## src/core/bchr_pkg.sv

```systemverilog
// Package for the bridge configuration header register slice.
// Assumes a single bus clock domain and a plain address/strobe port.
package bchr_pkg;

    // Byte offsets of the 32-bit words that this slice answers
    localparam logic [7:0] OFS_HDR_WORD = 8'h0C;
    localparam logic [7:0] OFS_BAR_LO = 8'h10;
    localparam logic [7:0] OFS_BAR_HI = 8'h14;
    localparam logic [7:0] OFS_BUS_WORD = 8'h18;
    localparam logic [7:0] OFS_IO_WORD = 8'h1C;

    // Field positions, expressed as the low bit of each field
    localparam int POS_PRI_LAT = 11;
    localparam int POS_HDR_TYPE = 16;
    localparam int POS_SELF_TEST = 24;
    localparam int POS_BAR_ADDR = 20;
    localparam int POS_UP_BUS = 0;
    localparam int POS_DN_BUS = 8;
    localparam int POS_HI_BUS = 16;
    localparam int POS_DN_LAT = 24;
    localparam int POS_IO_BASE = 4;

    // Constant read values
    localparam logic [2:0] PRI_LAT_LOW = 3'h0;
    localparam logic [7:0] HDR_TYPE_VAL = 8'h01;
    localparam logic [7:0] SELF_TEST_VAL = 8'h00;
    localparam logic [3:0] BAR_LO_ATTR = 4'hC;
    localparam logic [3:0] IO_BASE_LOW = 4'h1;

    // Reset values
    localparam logic [4:0] RST_PRI_LAT = 5'h00;
    localparam logic [11:0] RST_BAR_LO = 12'h000;
    localparam logic [31:0] RST_BAR_HI = 32'h00000000;
    localparam logic [7:0] RST_BUS_NUM = 8'h00;
    localparam logic [7:0] RST_DN_LAT_CONV = 8'h00;
    localparam logic [7:0] RST_DN_LAT_EXT = 8'h40;
    localparam logic [3:0] RST_IO_BASE = 4'h0;

    // Bus numbers and downstream timer grouped as they are stored
    typedef struct packed {
        logic [7:0] dn_lat;
        logic [7:0] highest;
        logic [7:0] downstream;
        logic [7:0] upstream;
    } bchr_bus_s;

endpackage : bchr_pkg

```

## src/core/bchr_regs.sv

```systemverilog
// Configuration header registers 0Ch..1Ch of a two-port bridge.
// Assumes host accesses arrive on a plain strobe port in the bus clock;
// the enable and mode straps are pins and are synchronised here.
`timescale 1ns/1ps
`default_nettype none

// Overview of operation
// RQ1 - Upper five primary latency timer bits are writable.
// RQ2 - Lower three primary latency timer bits read as zero.
// RQ3 - Header type reads single function, bridge layout code 0000001.
// RQ4 - Self-test byte always reads zero.
// RQ5 - Lower base bits 31:20 writable when window enabled, else zero.
// RQ6 - Lower base bits 19:4 reserved, read zero.
// RQ7 - Lower base bit 3 reads one, prefetchable.
// RQ8 - Lower base bits 2:1 read 10b, 64-bit decoder.
// RQ9 - Lower base bit 0 reads zero, memory decoder.
// RQ10 - Upper base word writable when window enabled, else zero.
// RQ11 - Upstream bus number writable, reset to zero.
// RQ12 - Downstream bus number writable, reset to zero.
// RQ13 - Highest bus number writable, reset to zero.
// RQ14 - Downstream latency timer writable; resets 00h, or 40h in extended mode.
// RQ15 - I/O base nibble holds address bits 15:12, writable.
// RQ16 - I/O base bits 3:2 reserved, read zero.
// RQ17 - I/O base bits 1:0 read 01b, 32-bit I/O.
// RQ18 - Writes to read-only and reserved fields have no effect.
module bchr_regs (
    input wire logic clk, // Bus clock, 200 MHz
    input wire logic rst, // Asynchronous reset, active high
    input wire logic [7:0] addr, // Byte address of the word
    input wire logic [31:0] wdata, // Write data
    input wire logic wr, // Write strobe, one cycle
    input wire logic rd, // Read strobe, one cycle
    input wire logic bar_en, // Memory base window enable strap
    input wire logic ext_mode, // Extended-protocol mode strap
    output logic [31:0] rdata, // Read data, cycle after rd
    output logic win_en // Synchronised window enable
);

    logic [1:0] en_sync_r;
    logic [1:0] mode_sync_r;
    logic mode_seen_r;
    logic [4:0] pri_lat_r;
    logic [11:0] bar_lo_r;
    logic [31:0] bar_hi_r;
    bchr_pkg::bchr_bus_s bus_r;
    logic [3:0] io_base_r;
    logic [31:0] rd_nxt;

    // Straps come from pins; only the second stage is read
    always_ff @(posedge clk or posedge rst) begin
        if (rst) begin
            en_sync_r <= 2'h0;
            mode_sync_r <= 2'h0;
        end else begin
            en_sync_r <= {en_sync_r[0], bar_en};
            mode_sync_r <= {mode_sync_r[0], ext_mode};
        end
    end

    // Window enable is mirrored out for the decoder
    always_ff @(posedge clk or posedge rst) begin
        if (rst) begin
            win_en <= 1'b0;
        end else begin
            win_en <= en_sync_r[1];
        end
    end

    // Primary latency timer, only its writable top bits are stored
    always_ff @(posedge clk or posedge rst) begin
        if (rst) begin
            pri_lat_r <= bchr_pkg::RST_PRI_LAT;
        end else if (wr && addr == bchr_pkg::OFS_HDR_WORD) begin
            pri_lat_r <= wdata[bchr_pkg::POS_PRI_LAT +: 5]; // RQ1 RQ18
        end
    end

    // Memory base pair; writes are dropped while the window is off
    always_ff @(posedge clk or posedge rst) begin
        if (rst) begin
            bar_lo_r <= bchr_pkg::RST_BAR_LO;
            bar_hi_r <= bchr_pkg::RST_BAR_HI;
        end else if (wr && en_sync_r[1]) begin
            if (addr == bchr_pkg::OFS_BAR_LO) begin
                bar_lo_r <= wdata[bchr_pkg::POS_BAR_ADDR +: 12]; // RQ5
            end
            if (addr == bchr_pkg::OFS_BAR_HI) begin
                bar_hi_r <= wdata; // RQ10
            end
        end
    end

    // Bus numbers and downstream timer share one word
    always_ff @(posedge clk or posedge rst) begin
        if (rst) begin
            bus_r.upstream <= bchr_pkg::RST_BUS_NUM; // RQ11
            bus_r.downstream <= bchr_pkg::RST_BUS_NUM; // RQ12
            bus_r.highest <= bchr_pkg::RST_BUS_NUM; // RQ13
            bus_r.dn_lat <= bchr_pkg::RST_DN_LAT_CONV;
        end else if (wr && addr == bchr_pkg::OFS_BUS_WORD) begin
            bus_r <= wdata; // RQ11 RQ12 RQ13 RQ14
        end else if (!mode_seen_r && mode_sync_r[1]) begin
            // Mode strap is caught after release, not under reset
            bus_r.dn_lat <= bchr_pkg::RST_DN_LAT_EXT; // RQ14
        end
    end

    // Remembers that the mode strap or a bus word write has been seen once; a host write
    // to the bus word wins, so a late strap never overwrites software
    always_ff @(posedge clk or posedge rst) begin
        if (rst) begin
            mode_seen_r <= 1'b0;
        end else if (wr && addr == bchr_pkg::OFS_BUS_WORD) begin
            mode_seen_r <= 1'b1;
        end else if (mode_sync_r[1]) begin
            mode_seen_r <= 1'b1;
        end
    end

    // I/O base nibble; low bits are constants
    always_ff @(posedge clk or posedge rst) begin
        if (rst) begin
            io_base_r <= bchr_pkg::RST_IO_BASE;
        end else if (wr && addr == bchr_pkg::OFS_IO_WORD) begin
            io_base_r <= wdata[bchr_pkg::POS_IO_BASE +: 4]; // RQ15 RQ18
        end
    end

    // Read mux; bytes outside this slice read zero
    always_comb begin
        rd_nxt = 32'h00000000;
        case (addr)
            bchr_pkg::OFS_HDR_WORD: begin
                rd_nxt[bchr_pkg::POS_PRI_LAT +: 5] = pri_lat_r; // RQ1
                rd_nxt[10:8] = bchr_pkg::PRI_LAT_LOW; // RQ2
                rd_nxt[bchr_pkg::POS_HDR_TYPE +: 8] = bchr_pkg::HDR_TYPE_VAL; // RQ3
                rd_nxt[bchr_pkg::POS_SELF_TEST +: 8] = bchr_pkg::SELF_TEST_VAL; // RQ4
            end
            bchr_pkg::OFS_BAR_LO: begin
                if (en_sync_r[1]) begin
                    rd_nxt[bchr_pkg::POS_BAR_ADDR +: 12] = bar_lo_r; // RQ5
                end
                rd_nxt[3:0] = bchr_pkg::BAR_LO_ATTR; // RQ6 RQ7 RQ8 RQ9
            end
            bchr_pkg::OFS_BAR_HI: begin
                if (en_sync_r[1]) begin
                    rd_nxt = bar_hi_r; // RQ10
                end
            end
            bchr_pkg::OFS_BUS_WORD: begin
                rd_nxt = bus_r;
            end
            bchr_pkg::OFS_IO_WORD: begin
                rd_nxt[bchr_pkg::POS_IO_BASE +: 4] = io_base_r; // RQ15
                rd_nxt[3:0] = bchr_pkg::IO_BASE_LOW; // RQ16 RQ17
            end
            default: begin
                rd_nxt = 32'h00000000;
            end
        endcase
    end

    // Read data stand for exactly the cycle after the strobe
    always_ff @(posedge clk or posedge rst) begin
        if (rst) begin
            rdata <= 32'h00000000;
        end else if (rd) begin
            rdata <= rd_nxt;
        end else begin
            rdata <= 32'h00000000;
        end
    end
endmodule // bchr_regs

`default_nettype wire

```

## config.mk

```make
export PLATFORM = sky130hd
export DESIGN_NAME = bchr_regs
export DESIGN_NICKNAME = d
export VERILOG_FILES = /design/src/core/bchr_pkg.sv /design/src/core/bchr_regs.sv
export SDC_FILE = /design/constraint.sdc
export NUM_CORES = 1
export LEC_CHECK = 0
export BUFFER_PORTS_ARGS = -buffer_cell sky130_fd_sc_hd__buf_2
export CAP_MARGIN = 0
export CORE_MARGIN = 2
export CORE_UTILIZATION = 55
export CTS_CLUSTER_SIZE = 12
export DETAILED_ROUTE_END_ITERATION = 10
export GPL_TIMING_DRIVEN = 0
export PLACE_DENSITY_LB_ADDON = 0.3
export SLEW_MARGIN = 20
export SYNTH_ARGS = -nofsm -noshare
export SYNTH_HDL_FRONTEND = slang
export SYNTH_SLANG_ARGS = --single-unit
```

## constraint.sdc

```tcl
create_clock -name clk -period 6 [get_ports clk]
set_input_delay 1.2 -clock clk [delete_from_list [all_inputs] [get_ports clk]]
set_output_delay 1.2 -clock clk [all_outputs]
set_load 0.02 [all_outputs]
```

Word level (Yosys, flattened, before mapping)
Index checks and enable logic that the tools add are counted.
- register bits after elaboration: 123
- output and inout port bits: 33
- equality and inequality tests: 5
- muxes and demuxes: 11
- reduce and logical (&&, ||, !) cells: 10
- operator list (kind ; number):
    12-bit one-hot mux with 3 select lines ; 2
    32-bit 2-to-1 mux ; 2
    8-bit by 5-bit == test with 1-bit output (second input constant) ; 4
    8-bit 2-to-1 mux ; 2
    4-bit one-hot mux with 4 select lines ; 1
    12-bit 2-to-1 mux ; 1
    4-bit one-hot mux with 3 select lines ; 1
    8-bit by 4-bit == test with 1-bit output (second input constant) ; 1
    1-bit logical AND ; 5
    2-bit AND reduction ; 2
    2-bit nonzero test ; 2
    1-bit 2-to-1 mux ; 2
    1-bit zero test ; 1

Longest topological paths before layout
Gate-level depths: netlist of run 1.
- word-level depth: 4
- mapped depth: 6
- gate-level depth less buffers: 3

Least setup slack after synthesis of run 1
OpenSTA, ideal clock, no wires.
- path kind: input -> register
- from: input port addr[3]
- to: register bar_hi_r[0]
- data arrival time: 2.456 ns
- required time: 5.875 ns
- slack: 3.418 ns
- stages on the path: 5
- buffers on the path: 2
- cells stage by stage: buf_4 nor4b_4 nand4_4 buf_6 mux2_4
- cells in the longest elaborated chain, start to end: 2
- ends and longest elaborated chain (what ; line ; source):
    start, declared ; bchr_regs.sv:29 ; input wire logic [7:0] addr,
    8-bit by 5-bit == test with 1-bit output ; bchr_regs.sv:87 ; if (addr == bchr_pkg::OFS_BAR_HI) begin
    2-bit AND reduction (no line) ; - ;
    end signal, assigned ; bchr_regs.sv:82 ; bar_hi_r <= bchr_pkg::RST_BAR_HI;
    end signal, assigned ; bchr_regs.sv:88 ; bar_hi_r <= wdata;
    end, declared ; bchr_regs.sv:44 ; logic [31:0] bar_hi_r;
Every way passes these cells.
A chain may end at the register's enable or synchronous reset.

Worst setup path in the final report of run 1
- from: input port addr[1]
- to: register pri_lat_r[4]
- cells in the longest elaborated chain, start to end: 2
- ends and longest elaborated chain (what ; line ; source):
    8-bit by 4-bit == test with 1-bit output ; bchr_regs.sv:73 ; end else if (wr && addr == bchr_pkg::OFS_HDR_WORD) begin
    1-bit logical AND ; bchr_regs.sv:73 ;
    end signal, assigned ; bchr_regs.sv:72 ; pri_lat_r <= bchr_pkg::RST_PRI_LAT;
    end signal, assigned ; bchr_regs.sv:74 ; pri_lat_r <= wdata[bchr_pkg::POS_PRI_LAT +: 5];
    end, declared ; bchr_regs.sv:42 ; logic [4:0] pri_lat_r;
Every way passes these cells.

==> summary.txt, run 1 <==
Run status
  – Outcome: finished clean

Synth
  – Sequential-to-total area share from yosys stat: 57.00%
  – Async SR Flop Fraction: between 90% and 100%
  – Top cell type by total area after synthesis: dfrtp_1
  – Syn Nets: 445
  – Largest cells by area after synthesis: dfrtp_1 57%, mux2_2 14%, mux2_4 8.3%
  – Post-synth EDFFs: 0
  – Yosys top cell area share: 57.00%
  – Mapped Cells: between 300 and 400
  – Synth unique cells: 30
  – Synth Warn #: 0
  – FF+latch count, synth: ~120
  – Ys flop type: dfrtp_1
  – Synth Cell Area: 5400 um^2
  – Post-Syn Area per Cell: 13.53 um^2

Power and ir drop
  – Internal Pwr Total: 1.556 mW
  – Switching share of power: 21.07%
  – Clk pwr share: 50.6%
  – Comb pwr share: 5.5%
  – Pwr Total: 1.971 mW
  – Sw Pwr: 415.4 uW
  – Peak VDD IR: 176.3 uV
  – Reg power frac: 43.9%
  – Power per cell area: 300.1 nW/um^2
  – Pleak: 3.401 nW

Clocking
  – Postcts setup bufs: 0
  – PostCTS Resize Cnt: 0
  – H-tree depth: 4
  – TritonCTS clock tree: built
  – Skew-Pair Late Insertion Delay: 0.52 ns
  – Post-CTS Hold Fix Bufs: 0
  – CTS root buf: clkbuf_8
  – CTS Sinks: 123
  – Clk pin slew, worst setup/hold paths: 0.05 ns
  – Max Buffers Root-to-Sink: 2
  – CTS buffer count: 17

Cells and area
  – Fraction of layout cells with a size suffix above 1: 44.27%
  – Commonest non-fill, non-tap cells in the layout: 123 x dfrtp_1, 88 x buf_2, 65 x mux2_2
  – Fillers: 693
  – P&R area growth vs syn: 21.64%
  – NumNets Final: 541
  – Commonest non-fill, non-tap cell in the layout: dfrtp_1
  – # diodes: 0

Floorplan
  – Initial Util: a little under three fifths
  – Chip width: just over 100 um
  – Die H: 103.1 um
  – DIE AREA: 10630 um^2
  – Top Ports: around 80
  – Rows: 36
  – Total core area: 9639 um^2

Routing
  – DRT antenna net count: 0
  – Via density: 5.717
  – WL met1: 5.131 mm
  – Initial DRC Count: 227
  – Top Metal Used: met4
  – Routed WL per cell: 18.69 um
  – Vias: around 3700
  – DRT Pass-1 Iters: 5
  – WL final: 11.94 mm
  – DRC: 0
  – Routed wl met2: 5.914 mm
  – Met3 wire len: 693 um

Setup path
  – Crit path from: addr[1]
  – Worst R2R Start: en_sync_r[1]
  – CP endpoint kind: flip-flop
  – Setup CP Type: primary input to flip-flop
  – Crit path max fanout: 7
  – Worst path arrival time: 3.07 ns
  – Crit start category: primary input
  – Req. time, crit path: 6.40 ns

Global routing
  – Vias in the first global route: around 3700
  – All-Layer GR Usage: 25.04%
  – First-pass GRT wire length: 19.66 mm
  – GRT overflow: 0
  – Initial antenna violation count: 0
  – Largest net degree at the start of global routing: 83

Timing
  – Period utilization: 44.37%
  – # setup viols final: 0
  – Hold slack: 0.3503 ns
  – Min cycle time layout: 2.662 ns
  – Setup TNS: 0 ns
  – Slew @ Worst Pin: 0.9186 ns
  – Final setup margin: 3.338 ns
  – Relative slew slack: 38.63%
  – Slew Limit Fails: 0
  – RSZ-0062 raised after global routing: false
  – Skew final: 0.007876 ns
  – Final hold violation count: 0
  – Fmax: 375.6 MHz

Placement
  – HPWL Detailed: 7.864 mm
  – Port bufs: 76
  – Routability cong.: around 0.79
  – Pre-CTS setup slack: 2.843 ns

Worst hold path
  – Hold Path Class: flip-flop to flip-flop
  – Hold path startpoint: mode_sync_r[0]

Job
  – Maxcap violations: 0
-- kinds of logic after synthesis --
group                     after synthesis  share of synthesized area, %
and+or+nand+nor                        97                         11.68
muxes                                 102                         23.19
xor gates and xnor gates                1                        0.1622
AOI/OAI and AO/OA                      39                         4.634
buffers and inverters                  37                         3.337
DFF                                   123                         57.00
-- state kept, by name (all words and copies together), names as in the netlist --
signal	flops
bar_hi_r	32
bus_r	32
rdata	32
bar_lo_r	12
pri_lat_r	5
io_base_r	4
en_sync_r	2
mode_sync_r	2
mode_seen_r	1
win_en	1
-- worst max-delay path, cell delays in order --
cell and delay [ns]:
buf_2 0.17, nor3b_1 0.78, nand4_1 0.50, mux2_2 0.42
-- routing by layer --
layer	up-vias	global-route usage (%)
li1	1646	-
met1	1861	34.69
met2	126	38.81
met3	20	5.763
met4	0	9.615
met5	-	0
-- final timing paths --
check / cells past startpoint / to / slack (ns)
worst min register to register: 0 / mode_sync_r[1] / 0.35
min in group asynchronous: 2 / bar_hi_r[12] / 0.68
worst max-delay path: 4 / pri_lat_r[4] / 3.34
worst max register to register: 4 / rdata[28] / 3.95
worst min-delay path: 0 / mode_sync_r[1] / 0.35
max in group asynchronous: 3 / bar_hi_r[29] / 4.61
-- synthesized netlist by cell type, types with 3 or more instances --
cell,instances
mux2i_1,7
dfrtp_1,123
clkbuf_1,11
buf_2,12
nor2_1,5
nor4b_2,3
nand2b_1,4
inv_1,8
nand2_1,10
mux2_2,65
and3b_1,12
buf_6,3
nand3_1,35
o211ai_1,6
mux2_4,30
a22oi_1,4
nand4_1,19
a211oi_1,12
a21oi_1,16
-- layout make-up --
type	count	area (um^2)	area share, %
multi-input cells	239	2151	32.74
well taps	133	166.4	2.533
plain buffers	29	150.1	2.286
flip-flops and latches	123	3078	46.86
clock buffers	22	462.9	7.048
repair buffers	77	407.9	6.210
inverters	8	35.03	0.5333
clock inverters	8	117.6	1.790
-- power groups by stage --
| stage | Combinational, mW | Clock (mW) | Sequential (mW) |
|---|---|---|---|
| after floorplan | 0.0642 | 0 | 0.875 |
| after global placement | 0.102 | 0 | 0.877 |
| after detailed placement | 0.108 | 0 | 0.878 |
| after CTS | 0.109 | 1.01 | 0.865 |
| after global routing | 0.120 | 1.05 | 0.867 |
| final | 0.109 | 0.998 | 0.865 |
-- stage by stage --
| stage | cell area [um^2] | instances | utilization (%) |
|---|---|---|---|
| 2_1_floorplan | 5400 | 399 | - |
| 6_report | 6569 | 639 | 68.15 |
| 3_3_place_gp | 5947 | 608 | 61.70 |
| 3_5_place_dp | 5979 | 609 | 62.03 |
| 5_1_grt | 6569 | 639 | 68.15 |
| 4_1_cts | 6560 | 639 | 68.06 |
Power figures use the tool's default switching activity.
==> inputs of run 2 (changes only) <==
CORE_UTILIZATION = 51   (was 55)
clock period = 2.4 ns   (was 6 ns; I/O delays follow)
==> run 2 against run 1 <==
Compared with the run above:
- clock power grew to 2.5 times the previous value
- first-iteration DRC count down 12%
- flip-flop and latch count unchanged
- setup slack got worse by 3.0 ns
- critical path type is now flip-flop to flip-flop
==> summary.txt, run 2 (synthesis gave the netlist of run 1 again) <==
Cells and area
  – P&R area growth vs syn: 22.87%
  – Commonest non-fill, non-tap cells in the layout: 123 x dfrtp_1, 88 x buf_2, 65 x mux2_2
  – Fraction of layout cells with a size suffix above 1: 45.12%
  – Layout Cells excl Fill: between 600 and 700
  – NumNets Final: between 500 and 600
  – Commonest non-fill, non-tap cell in the layout: dfrtp_1
  – Core Util, Final: 64.27%
  – # diodes: 0
  – Fillers: 761
  – Largest regs: bar_hi_r x32, bus_r x32, rdata x32

Setup path
  – CP endpoint kind: flip-flop
  – Setup CP Type: flip-flop to flip-flop
  – Crit start category: flip-flop
  – Crit path from: en_sync_r[1]
  – Worst path arrival time: approximately 2.5 ns
  – Crit path max fanout: 10
  – Req. time, crit path: 2.83 ns
  – Worst R2R Start: en_sync_r[1]

Timing
  – # setup viols final: 0
  – Setup TNS: 0 ns
  – Relative slew slack: 28.53%
  – Slew Limit Fails: 0
  – Slew @ Worst Pin: 1.069 ns
  – Fmax: 490.9 MHz
  – Skew final: 0.01250 ns
  – Final hold violation count: 0
  – Min cycle time layout: 2.037 ns
  – RSZ-0062 raised after global routing: false
  – Period utilization: roughly 85%

Power and ir drop
  – Power per cell area: about 750 nW/um^2
  – Peak VDD IR: about 400 uV
  – Pleak: 3.418 nW

Routing
  – DRT antenna net count: 0
  – Initial DRC Count: 199
  – Vias: 3594
  – Routed WL per cell: 18.87 um
  – DRT Pass-1 Iters: 4
  – DRC: 0
  – WL final: 12.23 mm
  – Via density: 5.546

Floorplan
  – Total core area: 10320 um^2
  – Rows: 37
  – Die H: 106.9 um
  – Top Ports: 79
  – Chip width: 106.9 um
  – Initial Util: 52.31%
  – DIE AREA: 11430 um^2

Clocking
  – Post-CTS Hold Fix Bufs: 1
  – Clk pin slew, worst setup/hold paths: 0.06 ns
  – Skew-Pair Late Insertion Delay: approximately 0.52 ns
  – Max Buffers Root-to-Sink: 2
  – CTS buffer count: 17
  – TritonCTS clock tree: built
  – CTS Sinks: 123
  – H-tree depth: 4
  – CTS root buf: clkbuf_8
  – Postcts setup bufs: 0
  – PostCTS Resize Cnt: 0

Placement
  – HPWL Detailed: 8.059 mm
  – Routability cong.: ~0.8
  – Port bufs: between 70 and 80
  – Placed Cells: 615

Job
  – Maxcap violations: 0

Global routing
  – First-pass GRT wire length: 20.18 mm
  – GRT overflow: 0
  – Largest net degree at the start of global routing: 36
  – Vias in the first global route: 3779
  – GRT Max-Usage Layer: met2
  – GR Util met1: 31.97%
  – GRT met3 Usage: 5.350%
  – Met2 GRT Util: between 30 and 40%
  – All-Layer GR Usage: 23.39%
  – Initial antenna violation count: 0

Worst hold path
  – Hold Path Class: primary input to flip-flop
  – Hold path startpoint: ext_mode

Run status
  – Outcome: finished clean
## run 2: cell count changes in the layout (fill, tap and decap cells not counted), sizes merged
cell         before  now
clkinv            4    9
buf              95   98
dlygate4sd3       0    1
clkinvlp          1    4
clkbuf           33   28
inv               8    7
## run 2: per-layer routing
layer,part of all wire (%),routed length (um),vias up
li1,-,-,1659
met1,45,5563,1837
met2,49,6038,90
met3,4.4,535,8
met4,0.76,93,0
met5,0,0,-
## run 2: power breakdown
part	switching [mW]	total, mW	internal, mW
sequential	0.0286	2.16	2.13
combinational	0.162	0.284	0.122
clock	0.939	2.52	1.58
## run 2: metrics by stage
stage / area, um^2 / power (mW) / hold WS [ns] / worst slack [ns]
2_1_floorplan: 5404 / 2.349 / 0.3312 / 0.4087
3_3_place_gp: 5954 / 2.450 / 0.3320 / -0.3221
3_5_place_dp: 6035 / 2.477 / 0.3386 / -0.02588
4_1_cts: 6635 / 4.983 / 0.05227 / 0.3753
5_1_grt: 6635 / 5.122 / 0.05380 / 0.1939
6_report: 6635 / 4.960 / 0.06402 / 0.3627
## run 2: worst paths after layout
kind,end,slack (ns),depth (start not counted)
worst max-delay path,rdata[29],0.36,4
worst min-delay path,mode_sync_r[0],0.06,1
worst max register to register,rdata[29],0.36,4
worst min register to register,mode_sync_r[1],0.35,0
max in group asynchronous,rdata[28],1.22,6
min in group asynchronous,bar_hi_r[19],0.54,4
## run 2: layout make-up
type	instances	area [um^2]	area share, %
Timing Repair Buffer	81	470.5	7.090
Buffer	29	150.1	2.263
Clock buffer	17	414.1	6.242
Multi-Input combinational cell	239	2142	32.28
Clock inverter	15	176.4	2.659
Tap cell	136	170.2	2.565
Sequential cell	123	3078	46.39
Inverter	8	33.78	0.5091
## run 2: critical path, stage by stage (launching register included)
cell     delay, ns
dfrtp_1       0.46
nor4b_4       0.64
buf_1         0.51
nand3_1       0.13
a21oi_1       0.22
